===== src/osp_pkg.sv =====
// Shared constants and types for the paired one-shot pulse timer
package osp_pkg;

   // ==========================================================
   // Bus geometry
   localparam int OSP_AW = 8;
   localparam int OSP_DW = 16;

   // ==========================================================
   // Register offsets (byte addresses)
   localparam logic [7:0] OSP_A_CTRL = 8'h00;
   localparam logic [7:0] OSP_A_START = 8'h04;
   localparam logic [7:0] OSP_A_STOP = 8'h08;
   localparam logic [7:0] OSP_A_ENST = 8'h0C;
   localparam logic [7:0] OSP_A_MMODE = 8'h10;
   localparam logic [7:0] OSP_A_SMODE = 8'h14;
   localparam logic [7:0] OSP_A_DLY = 8'h18;
   localparam logic [7:0] OSP_A_WID = 8'h1C;
   localparam logic [7:0] OSP_A_MCNT = 8'h20;
   localparam logic [7:0] OSP_A_SCNT = 8'h24;
   localparam logic [7:0] OSP_A_OLVL = 8'h28;
   localparam logic [7:0] OSP_A_OEN = 8'h2C;
   localparam logic [7:0] OSP_A_OCFG = 8'h30;
   localparam logic [7:0] OSP_A_PAIR = 8'h34;

   // ==========================================================
   // Field positions
   localparam int OSP_B_MST = 0;
   localparam int OSP_B_SLV = 1;
   localparam int OSP_B_ES_LO = 6;
   localparam int OSP_B_ES_HI = 7;
   localparam int OSP_B_OMODE = 0;
   localparam int OSP_B_POL = 1;

   // Edge select codes
   localparam logic [1:0] OSP_ES_FALL = 2'h0;
   localparam logic [1:0] OSP_ES_RISE = 2'h1;
   localparam logic [1:0] OSP_ES_BOTH = 2'h2;

   // ==========================================================
   // Reset values
   localparam logic [15:0] OSP_R_WORD = 16'h0000;
   localparam logic [3:0] OSP_R_PAIR = 4'h4;

   // ==========================================================
   // Types
   typedef enum logic [2:0] {
      OSP_M_IDLE = 3'b001,
      OSP_M_WAIT = 3'b010,
      OSP_M_CNT = 3'b100
   } osp_mst_t;

   typedef enum logic [1:0] {
      OSP_S_IDLE = 2'b01,
      OSP_S_CNT = 2'b10
   } osp_slv_t;

   typedef struct packed {
      logic wr;
      logic rd;
      logic [7:0] addr;
      logic [15:0] wdata;
   } osp_bus_t;

   typedef struct packed {
      logic sync1;
      logic sync2;
      logic sync3;
      logic unit;
      logic [3:0] pair;
      logic [15:0] mmode;
      logic [15:0] smode;
      logic [15:0] dly;
      logic [15:0] wid;
      logic lvl;
      logic oe;
      logic omode;
      logic pol;
      logic men;
      logic sen;
      osp_mst_t ms;
      osp_slv_t ss;
      logic [15:0] mcnt;
      logic [15:0] scnt;
      logic done;
      logic pinmode;
      logic [15:0] rdata;
   } osp_state_t;

endpackage


===== src/osp_top.sv =====
// Paired master/slave one-shot pulse timer with register port
//
// Contract
// - Start bits clear themselves; they never read back as one.
// - Start write sets both enable bits; master waits, counter halted.
// - Master counts on valid trigger edge or software master start write.
// - Both counters read back live at any time.
// - Output level and enable of the slave accept writes while running.
// - Trigger loads delay reload; at zero raise done event and halt.
// - A done event with the slave idle loads width reload into slave counter, counts down.
// - Pulse goes active one count clock after the done event.
// - Slave at zero drives inactive level and stops; repeats per trigger.
// - Stop clears both enables, halts counting, counters hold values.
// - Stop leaves the pulse pin at its present level.
// - With output enable clear, pin shows the written output level bit.
// - Unit enable low initialises everything; level zero, pin in port mode.
// - Master 0 pairs with slave 1..3; master 2 only with slave 3.
// - Edge select 00 falling, 01 rising, 10 both, 11 no edge.
// - Polarity 0 active high, 1 active low.
// - Slave is one-count, started by done event, retriggers ignored.
`timescale 1ns/10ps

module osp_top (
   input wire logic mclk,
   input wire logic arst_n,
   input wire osp_pkg::osp_bus_t bus,
   output logic [15:0] rdata,
   input wire logic trigger_input_pin,
   output logic pulse_out,
   output logic pulse_timer_mode,
   output logic master_done_event
);

   // ==========================================================
   // Helpers

   // Legal master/slave channel pairing in the unit
   function automatic logic pair_ok(input logic [3:0] p);
      logic [1:0] m;
      logic [1:0] s;
      m = p[1:0];
      s = p[3:2];
      pair_ok = ((m == 2'h0) && (s != 2'h0)) || ((m == 2'h2) && (s == 2'h3));
   endfunction

   // Initialised image of the whole block
   function automatic osp_pkg::osp_state_t rst_state();
      osp_pkg::osp_state_t r;
      r = '0;
      r.pair = osp_pkg::OSP_R_PAIR;
      r.mmode = osp_pkg::OSP_R_WORD;
      r.smode = osp_pkg::OSP_R_WORD;
      r.dly = osp_pkg::OSP_R_WORD;
      r.wid = osp_pkg::OSP_R_WORD;
      r.mcnt = osp_pkg::OSP_R_WORD;
      r.scnt = osp_pkg::OSP_R_WORD;
      r.rdata = osp_pkg::OSP_R_WORD;
      r.ms = osp_pkg::OSP_M_IDLE;
      r.ss = osp_pkg::OSP_S_IDLE;
      rst_state = r;
   endfunction

   // ==========================================================
   // State

   osp_pkg::osp_state_t st_q;
   osp_pkg::osp_state_t st_d;
   logic trig_fire;
   logic hw_edge;

   // Decoded write strobes and the running flag
   logic w_start;
   logic w_stop;
   logic stop_m;
   logic stop_s;
   logic sw_trig;
   logic running;
   assign w_start = bus.wr && (bus.addr == osp_pkg::OSP_A_START);
   assign w_stop = bus.wr && (bus.addr == osp_pkg::OSP_A_STOP);
   assign stop_m = w_stop && bus.wdata[osp_pkg::OSP_B_MST];
   assign stop_s = w_stop && bus.wdata[osp_pkg::OSP_B_SLV];
   assign sw_trig = w_start && bus.wdata[osp_pkg::OSP_B_MST] && st_q.men;
   assign running = st_q.men || st_q.sen;

   // Edge qualifier on the synchronised trigger; first sync stage unread here
   always_comb begin
      logic rise;
      logic fall;
      rise = st_q.sync2 & ~st_q.sync3;
      fall = ~st_q.sync2 & st_q.sync3;
      unique case (st_q.mmode[osp_pkg::OSP_B_ES_HI:osp_pkg::OSP_B_ES_LO])
         osp_pkg::OSP_ES_FALL: hw_edge = fall;
         osp_pkg::OSP_ES_RISE: hw_edge = rise;
         osp_pkg::OSP_ES_BOTH: hw_edge = rise | fall;
         default: hw_edge = 1'b0; // Prohibited code never triggers
      endcase
   end

   // Only a waiting master may be retriggered; busy master ignores edges
   assign trig_fire = st_q.men && !stop_m && (st_q.ms == osp_pkg::OSP_M_WAIT)
      && (hw_edge || sw_trig);

   // ==========================================================
   // Next-state logic
   always_comb begin
      st_d = st_q;
      st_d.done = 1'b0;
      st_d.rdata = osp_pkg::OSP_R_WORD;
      if (!st_q.unit) begin
         // Unit off: every register but the unit bit and the synchroniser held at its initial value
         st_d = rst_state();
         if (bus.wr && (bus.addr == osp_pkg::OSP_A_CTRL)) begin
            st_d.unit = bus.wdata[0];
         end
      end else begin
         // Master channel: delay count after trigger
         if (st_q.men && !stop_m) begin
            unique case (st_q.ms)
               osp_pkg::OSP_M_IDLE: begin
               end
               osp_pkg::OSP_M_WAIT: begin
                  if (trig_fire) begin
                     st_d.mcnt = st_q.dly;
                     st_d.ms = osp_pkg::OSP_M_CNT;
                  end
               end
               osp_pkg::OSP_M_CNT: begin
                  if (st_q.mcnt == 16'h0000) begin
                     st_d.done = 1'b1;
                     st_d.ms = osp_pkg::OSP_M_WAIT;
                  end else begin
                     st_d.mcnt = st_q.mcnt - 16'h0001;
                  end
               end
            endcase
         end
         // Slave channel: one-count pulse width, started by done
         if (st_q.sen && !stop_s) begin
            unique case (st_q.ss)
               osp_pkg::OSP_S_IDLE: begin
                  if (st_q.done) begin
                     st_d.scnt = st_q.wid;
                     st_d.ss = osp_pkg::OSP_S_CNT;
                     if (st_q.oe) begin
                        st_d.lvl = ~st_q.pol;
                     end
                  end
               end
               osp_pkg::OSP_S_CNT: begin
                  // Done during count is dropped, one-count behaviour
                  if (st_q.scnt == 16'h0000) begin
                     st_d.ss = osp_pkg::OSP_S_IDLE;
                     if (st_q.oe) begin
                        st_d.lvl = st_q.pol;
                     end
                  end else begin
                     st_d.scnt = st_q.scnt - 16'h0001;
                  end
               end
            endcase
         end
         // Register writes; stop leaves pin latch untouched
         if (bus.wr) begin
            unique case (bus.addr)
               osp_pkg::OSP_A_CTRL: st_d.unit = bus.wdata[0];
               osp_pkg::OSP_A_START: begin
                  // Slave bit alone is ignored
                  if (bus.wdata[osp_pkg::OSP_B_MST] && !st_q.men) begin
                     st_d.men = 1'b1;
                     st_d.ms = osp_pkg::OSP_M_WAIT;
                     st_d.sen = st_q.sen | bus.wdata[osp_pkg::OSP_B_SLV];
                  end
               end
               osp_pkg::OSP_A_STOP: begin
                  if (stop_m) begin
                     st_d.men = 1'b0;
                     st_d.ms = osp_pkg::OSP_M_IDLE;
                  end
                  if (stop_s) begin
                     st_d.sen = 1'b0;
                     st_d.ss = osp_pkg::OSP_S_IDLE;
                  end
               end
               osp_pkg::OSP_A_MMODE: begin
                  if (running) begin
                     st_d.mmode[osp_pkg::OSP_B_ES_HI:osp_pkg::OSP_B_ES_LO] =
                        bus.wdata[osp_pkg::OSP_B_ES_HI:osp_pkg::OSP_B_ES_LO];
                  end else begin
                     st_d.mmode = bus.wdata;
                  end
               end
               // Locked set-up registers guard the waveform while running
               osp_pkg::OSP_A_SMODE: if (!running) st_d.smode = bus.wdata;
               osp_pkg::OSP_A_DLY: if (!running) st_d.dly = bus.wdata;
               osp_pkg::OSP_A_WID: if (!running) st_d.wid = bus.wdata;
               osp_pkg::OSP_A_OCFG: begin
                  if (!running) begin
                     st_d.omode = bus.wdata[osp_pkg::OSP_B_OMODE];
                     st_d.pol = bus.wdata[osp_pkg::OSP_B_POL];
                  end
               end
               osp_pkg::OSP_A_OLVL: st_d.lvl = bus.wdata[0];
               osp_pkg::OSP_A_OEN: st_d.oe = bus.wdata[0];
               osp_pkg::OSP_A_PAIR: begin
                  if (!running && pair_ok(bus.wdata[3:0])) begin
                     st_d.pair = bus.wdata[3:0];
                  end
               end
               default: begin
               end
            endcase
         end
         // Read mux; start and stop are trigger-only and read zero
         if (bus.rd) begin
            unique case (bus.addr)
               osp_pkg::OSP_A_CTRL: st_d.rdata = {15'h0000, st_q.unit};
               osp_pkg::OSP_A_START: st_d.rdata = 16'h0000;
               osp_pkg::OSP_A_ENST: st_d.rdata = {14'h0000, st_q.sen, st_q.men};
               osp_pkg::OSP_A_MMODE: st_d.rdata = st_q.mmode;
               osp_pkg::OSP_A_SMODE: st_d.rdata = st_q.smode;
               osp_pkg::OSP_A_DLY: st_d.rdata = st_q.dly;
               osp_pkg::OSP_A_WID: st_d.rdata = st_q.wid;
               osp_pkg::OSP_A_MCNT: st_d.rdata = st_q.mcnt;
               osp_pkg::OSP_A_SCNT: st_d.rdata = st_q.scnt;
               osp_pkg::OSP_A_OLVL: st_d.rdata = {15'h0000, st_q.lvl};
               osp_pkg::OSP_A_OEN: st_d.rdata = {15'h0000, st_q.oe};
               osp_pkg::OSP_A_OCFG: st_d.rdata = {14'h0000, st_q.pol, st_q.omode};
               osp_pkg::OSP_A_PAIR: st_d.rdata = {12'h000, st_q.pair};
               default: st_d.rdata = 16'h0000;
            endcase
         end
      end
      // Synchroniser runs regardless of unit state
      st_d.sync1 = trigger_input_pin;
      st_d.sync2 = st_q.sync1;
      st_d.sync3 = st_q.sync2;
      st_d.pinmode = st_d.unit & st_d.omode;
   end

   // ==========================================================
   // State register
   always_ff @(posedge mclk or negedge arst_n) begin
      if (!arst_n) begin
         st_q <= rst_state();
      end else begin
         st_q <= st_d;
      end
   end

   // Outputs straight from the state register
   assign rdata = st_q.rdata;
   assign pulse_out = st_q.lvl;
   assign pulse_timer_mode = st_q.pinmode;
   assign master_done_event = st_q.done;
endmodule


===== config.mk =====
export PLATFORM = sky130hd
export DESIGN_NAME = osp_top
export DESIGN_NICKNAME = d
export VERILOG_FILES = /design/src/osp_pkg.sv /design/src/osp_top.sv
export SDC_FILE = /design/constraint.sdc
export NUM_CORES = 1
export LEC_CHECK = 0
export BUFFER_PORTS_ARGS = -buffer_cell sky130_fd_sc_hd__buf_2
export CAP_MARGIN = 0
export CORE_UTILIZATION = 60
export CTS_CLUSTER_SIZE = 20
export DETAILED_ROUTE_END_ITERATION = 12
export MAX_ROUTING_LAYER = met4
export PLACE_DENSITY = 0.79
export RECOVER_POWER = 25
export SETUP_SLACK_MARGIN = 0.05
export SYNTH_ARGS = -nofsm -noshare
export SYNTH_HDL_FRONTEND = slang
export SYNTH_SLANG_ARGS = --single-unit
export TNS_END_PERCENT = 1

===== constraint.sdc =====
create_clock -name mclk -period 5.7 [get_ports mclk]
set_input_delay 1.14 -clock mclk [delete_from_list [all_inputs] [get_ports mclk]]
set_output_delay 1.14 -clock mclk [all_outputs]
set_load 0.05 [all_outputs]

==> flow_summary.ini <==
[placed_design]
place_congestion = 0.946
placed_cell_area_sq_um = 7190
io_buffers = 47
dp_hpwl_mm = 13.2
place_inst = 907

[global_route]
grt_max_degree = 86
grt_pass1_wl_mm = 30.6
antenna_found_initial = 0
grt_use_total_pct = 34.9
grt-ovfl-total = 0
grt_pass1_vias = 5791

[clock_tree]
cts_resized = 0
numClockSinks = 133
ctsHtreeMaxLevel = 4
numCtsBuffers = 17
clock-root-buffer = clkbuf_16
cts.hold.buffers_added = 0
clk_pin_slew_ps = 50
cts_buffer_depth = 2
postCtsSetupBuffers = 0
cts_tree = yes
insertion_delay_ps = 420

[finish]
drive_above_1_share_pct = 13.9
final_cells = 936
final_area_sq_um = 7730
syn2layout_area_growth_pct = 10.3
fillers = 893
nets = 816
antenna_cells = 0

[setup_path]
crit_path_end_kind = flip-flop
start_kind = input port
path_max_fanout = 23
cp.arrival_ps = 3840
required_ps = 6010
crit_type = input port to flip-flop
regToRegStartpoint = st_q[35]
startpoint = bus[21]

[status]
outcome = completed

[flow_run]
cap_violations = 0

[synthesis]
synth.top_cell.area_share_pct = 46.4
ys_types = 68
synth-main-ff-cell = dfrtp_1
syn_inst = 779
yosysTopAreaCell = dfrtp_1
syn_area_per_cell_sq_um = 9.00
synth-seq-cells = 133
syn_nets = 812
synthTopCellsByArea = dfrtp_1 46%, nand2_1 8.5%, o21ai_0 6.2%
synthArstFlopShare_pct = 100
yosysWarnings = 0
syn-cell-area_sq_um = 7010
yosysSeqAreaShare_pct = 47.5
synth_edf_count = 0

[floorplanning]
die_area_sq_um = 12100
start_util_pct = 61.4
die_w_um = 110
ios = 48
die_height_um = 110
core.rowCount = 39
core_region_area_sq_um = 11400

[worst_hold_path]
hold_class = flip-flop to flip-flop
hp-start = st_d[131]

[routing]
vias = 6307
drc = 0
drt_wl_total_mm = 19.1
wl_per_cell_um = 20.4
vias_per_cell = 6.74
first_pass_iters = 6
dr.first_iter.drc_count = 744
drtAntennaViolNets = 0

[timing]
maxSlewHeadroom_pct = 19.3
worstMarginPinSlew_ps = 1210
slew_violations = 0
hold_viol = 0
max_freq_mhz = 283
finalSetupViolations = 0
clock_skew_ps = 8.22
period_share_pct = 62.0
period_minus_slack_ps = 3540
tns_ps = 0
rsz0062_at_grt = no

[power]
peakVddDrop_mv = 0.273
leakage_nw = 3.35
powerDensity_nw_per_um2 = 266
-- critical path: stages --
cell	delay [ps]
buf_2	170
nor4_4	520
nand4_1	300
and4b_1	300
a41oi_2	800
mux2_2	410
o21a_1	180
-- Yosys cell counts, types with 9 or more instances --
master and count:
a21oi_1 31, a22o_1 15, a22oi_1 36, a31oi_1 16, and2_1 9, buf_4 19, clkbuf_1 47, dfrtp_1 130
inv_1 13, nand2_1 159, nand3_1 19, nor2_1 25, nor3_1 12, o211ai_1 11, o21ai_0 87, o31ai_1 14
-- registers in the layout, summed over array words and instances, names as in the netlist --
signal,count
st_q,112
rdata,16
st_d,2
master_done_event,1
pulse_out,1
pulse_timer_mode,1
-- cell usage in the layout, fill, tap and decap left out, types with 5 or more instances in the layout --
cell,n
nor4_1,5
a31oi_1,16
buf_4,13
or4_1,6
a22oi_1,36
dfrtp_1,130
o21a_1,5
a211oi_1,8
a21oi_1,28
and2_1,9
buf_2,46
o211ai_1,11
or3_1,8
nand2_1,159
clkbuf_16,17
nor2_1,25
o21ai_0,87
nand3_1,19
mux2i_1,5
a22o_1,15
nand2b_1,8
nor3_1,12
o31ai_1,14
a32oi_1,5
inv_1,13
-- cell type report --
cell class                 instances  area, sq um  share of cell area (%)
multi-input combinational        557         3280                    42.5
clock buffer                      25          495                    6.41
inverter                          14         52.6                   0.680
sequential                       133         3330                    43.1
tap                              143          179                    2.31
timing repair buffer              60          339                    4.39
clock inverter                     4         47.5                   0.615
-- final timing paths --
kind	to	slack, ps	cells after the start
hold / removal	st_d[130]	350	0
min in group asynchronous	pulse_out	770	1
setup / recovery	st_q[45]	2160	7
hold reg to reg	st_d[130]	350	0
setup reg to reg	st_q[45]	2270	8
max in group asynchronous	st_q[97]	3760	2
-- layer usage --
metal  vias to the layer above  global-route usage [%]  wire, um
li1                       2835                       -         -
met1                      3056                    49.0      8060
met2                       388                    50.9      8630
met3                        28                    7.29      2110
met4                         0                    10.7       282
met5                         -                       -         0
-- logic make-up (layout without fill, tap and decap cells) --
kind of cell | count (synthesis) | in the layout | share of synthesized area, %
muxes | 8 | 8 | 1.20
and+or+nand+nor | 285 | 285 | 19.8
xor gates and xnor gates | 1 | 1 | 0.125
buffers and inverters | 89 | 103 | 6.03
DFF | 133 | 133 | 47.5
AOI/OAI and AO/OA | 259 | 259 | 24.6
adders and majority gates | 4 | 4 | 0.714
-- stage by stage --
step / setup WS (ps) / util (%) / power (W) / hold slack, ps
after global placement: 1990 / 62.9 / 0.00106 / 347
after floorplan: 2650 / - / 0.00101 / 331
after detailed placement: 1790 / 62.9 / 0.00106 / 338
after global routing: 2060 / 67.7 / 0.00212 / 361
after CTS: 2220 / 67.7 / 0.00207 / 359
final: 2160 / 67.7 / 0.00206 / 352
-- report_power, final --
group	internal, W	leakage [nW]	switching, W
registers	0.000953	1.84	0.00000644
clock network	0.000636	0.265	0.000373
logic	0.0000212	1.25	0.0000691
total	0.00161	3.35	0.000448
Power figures use the tool's default switching activity.
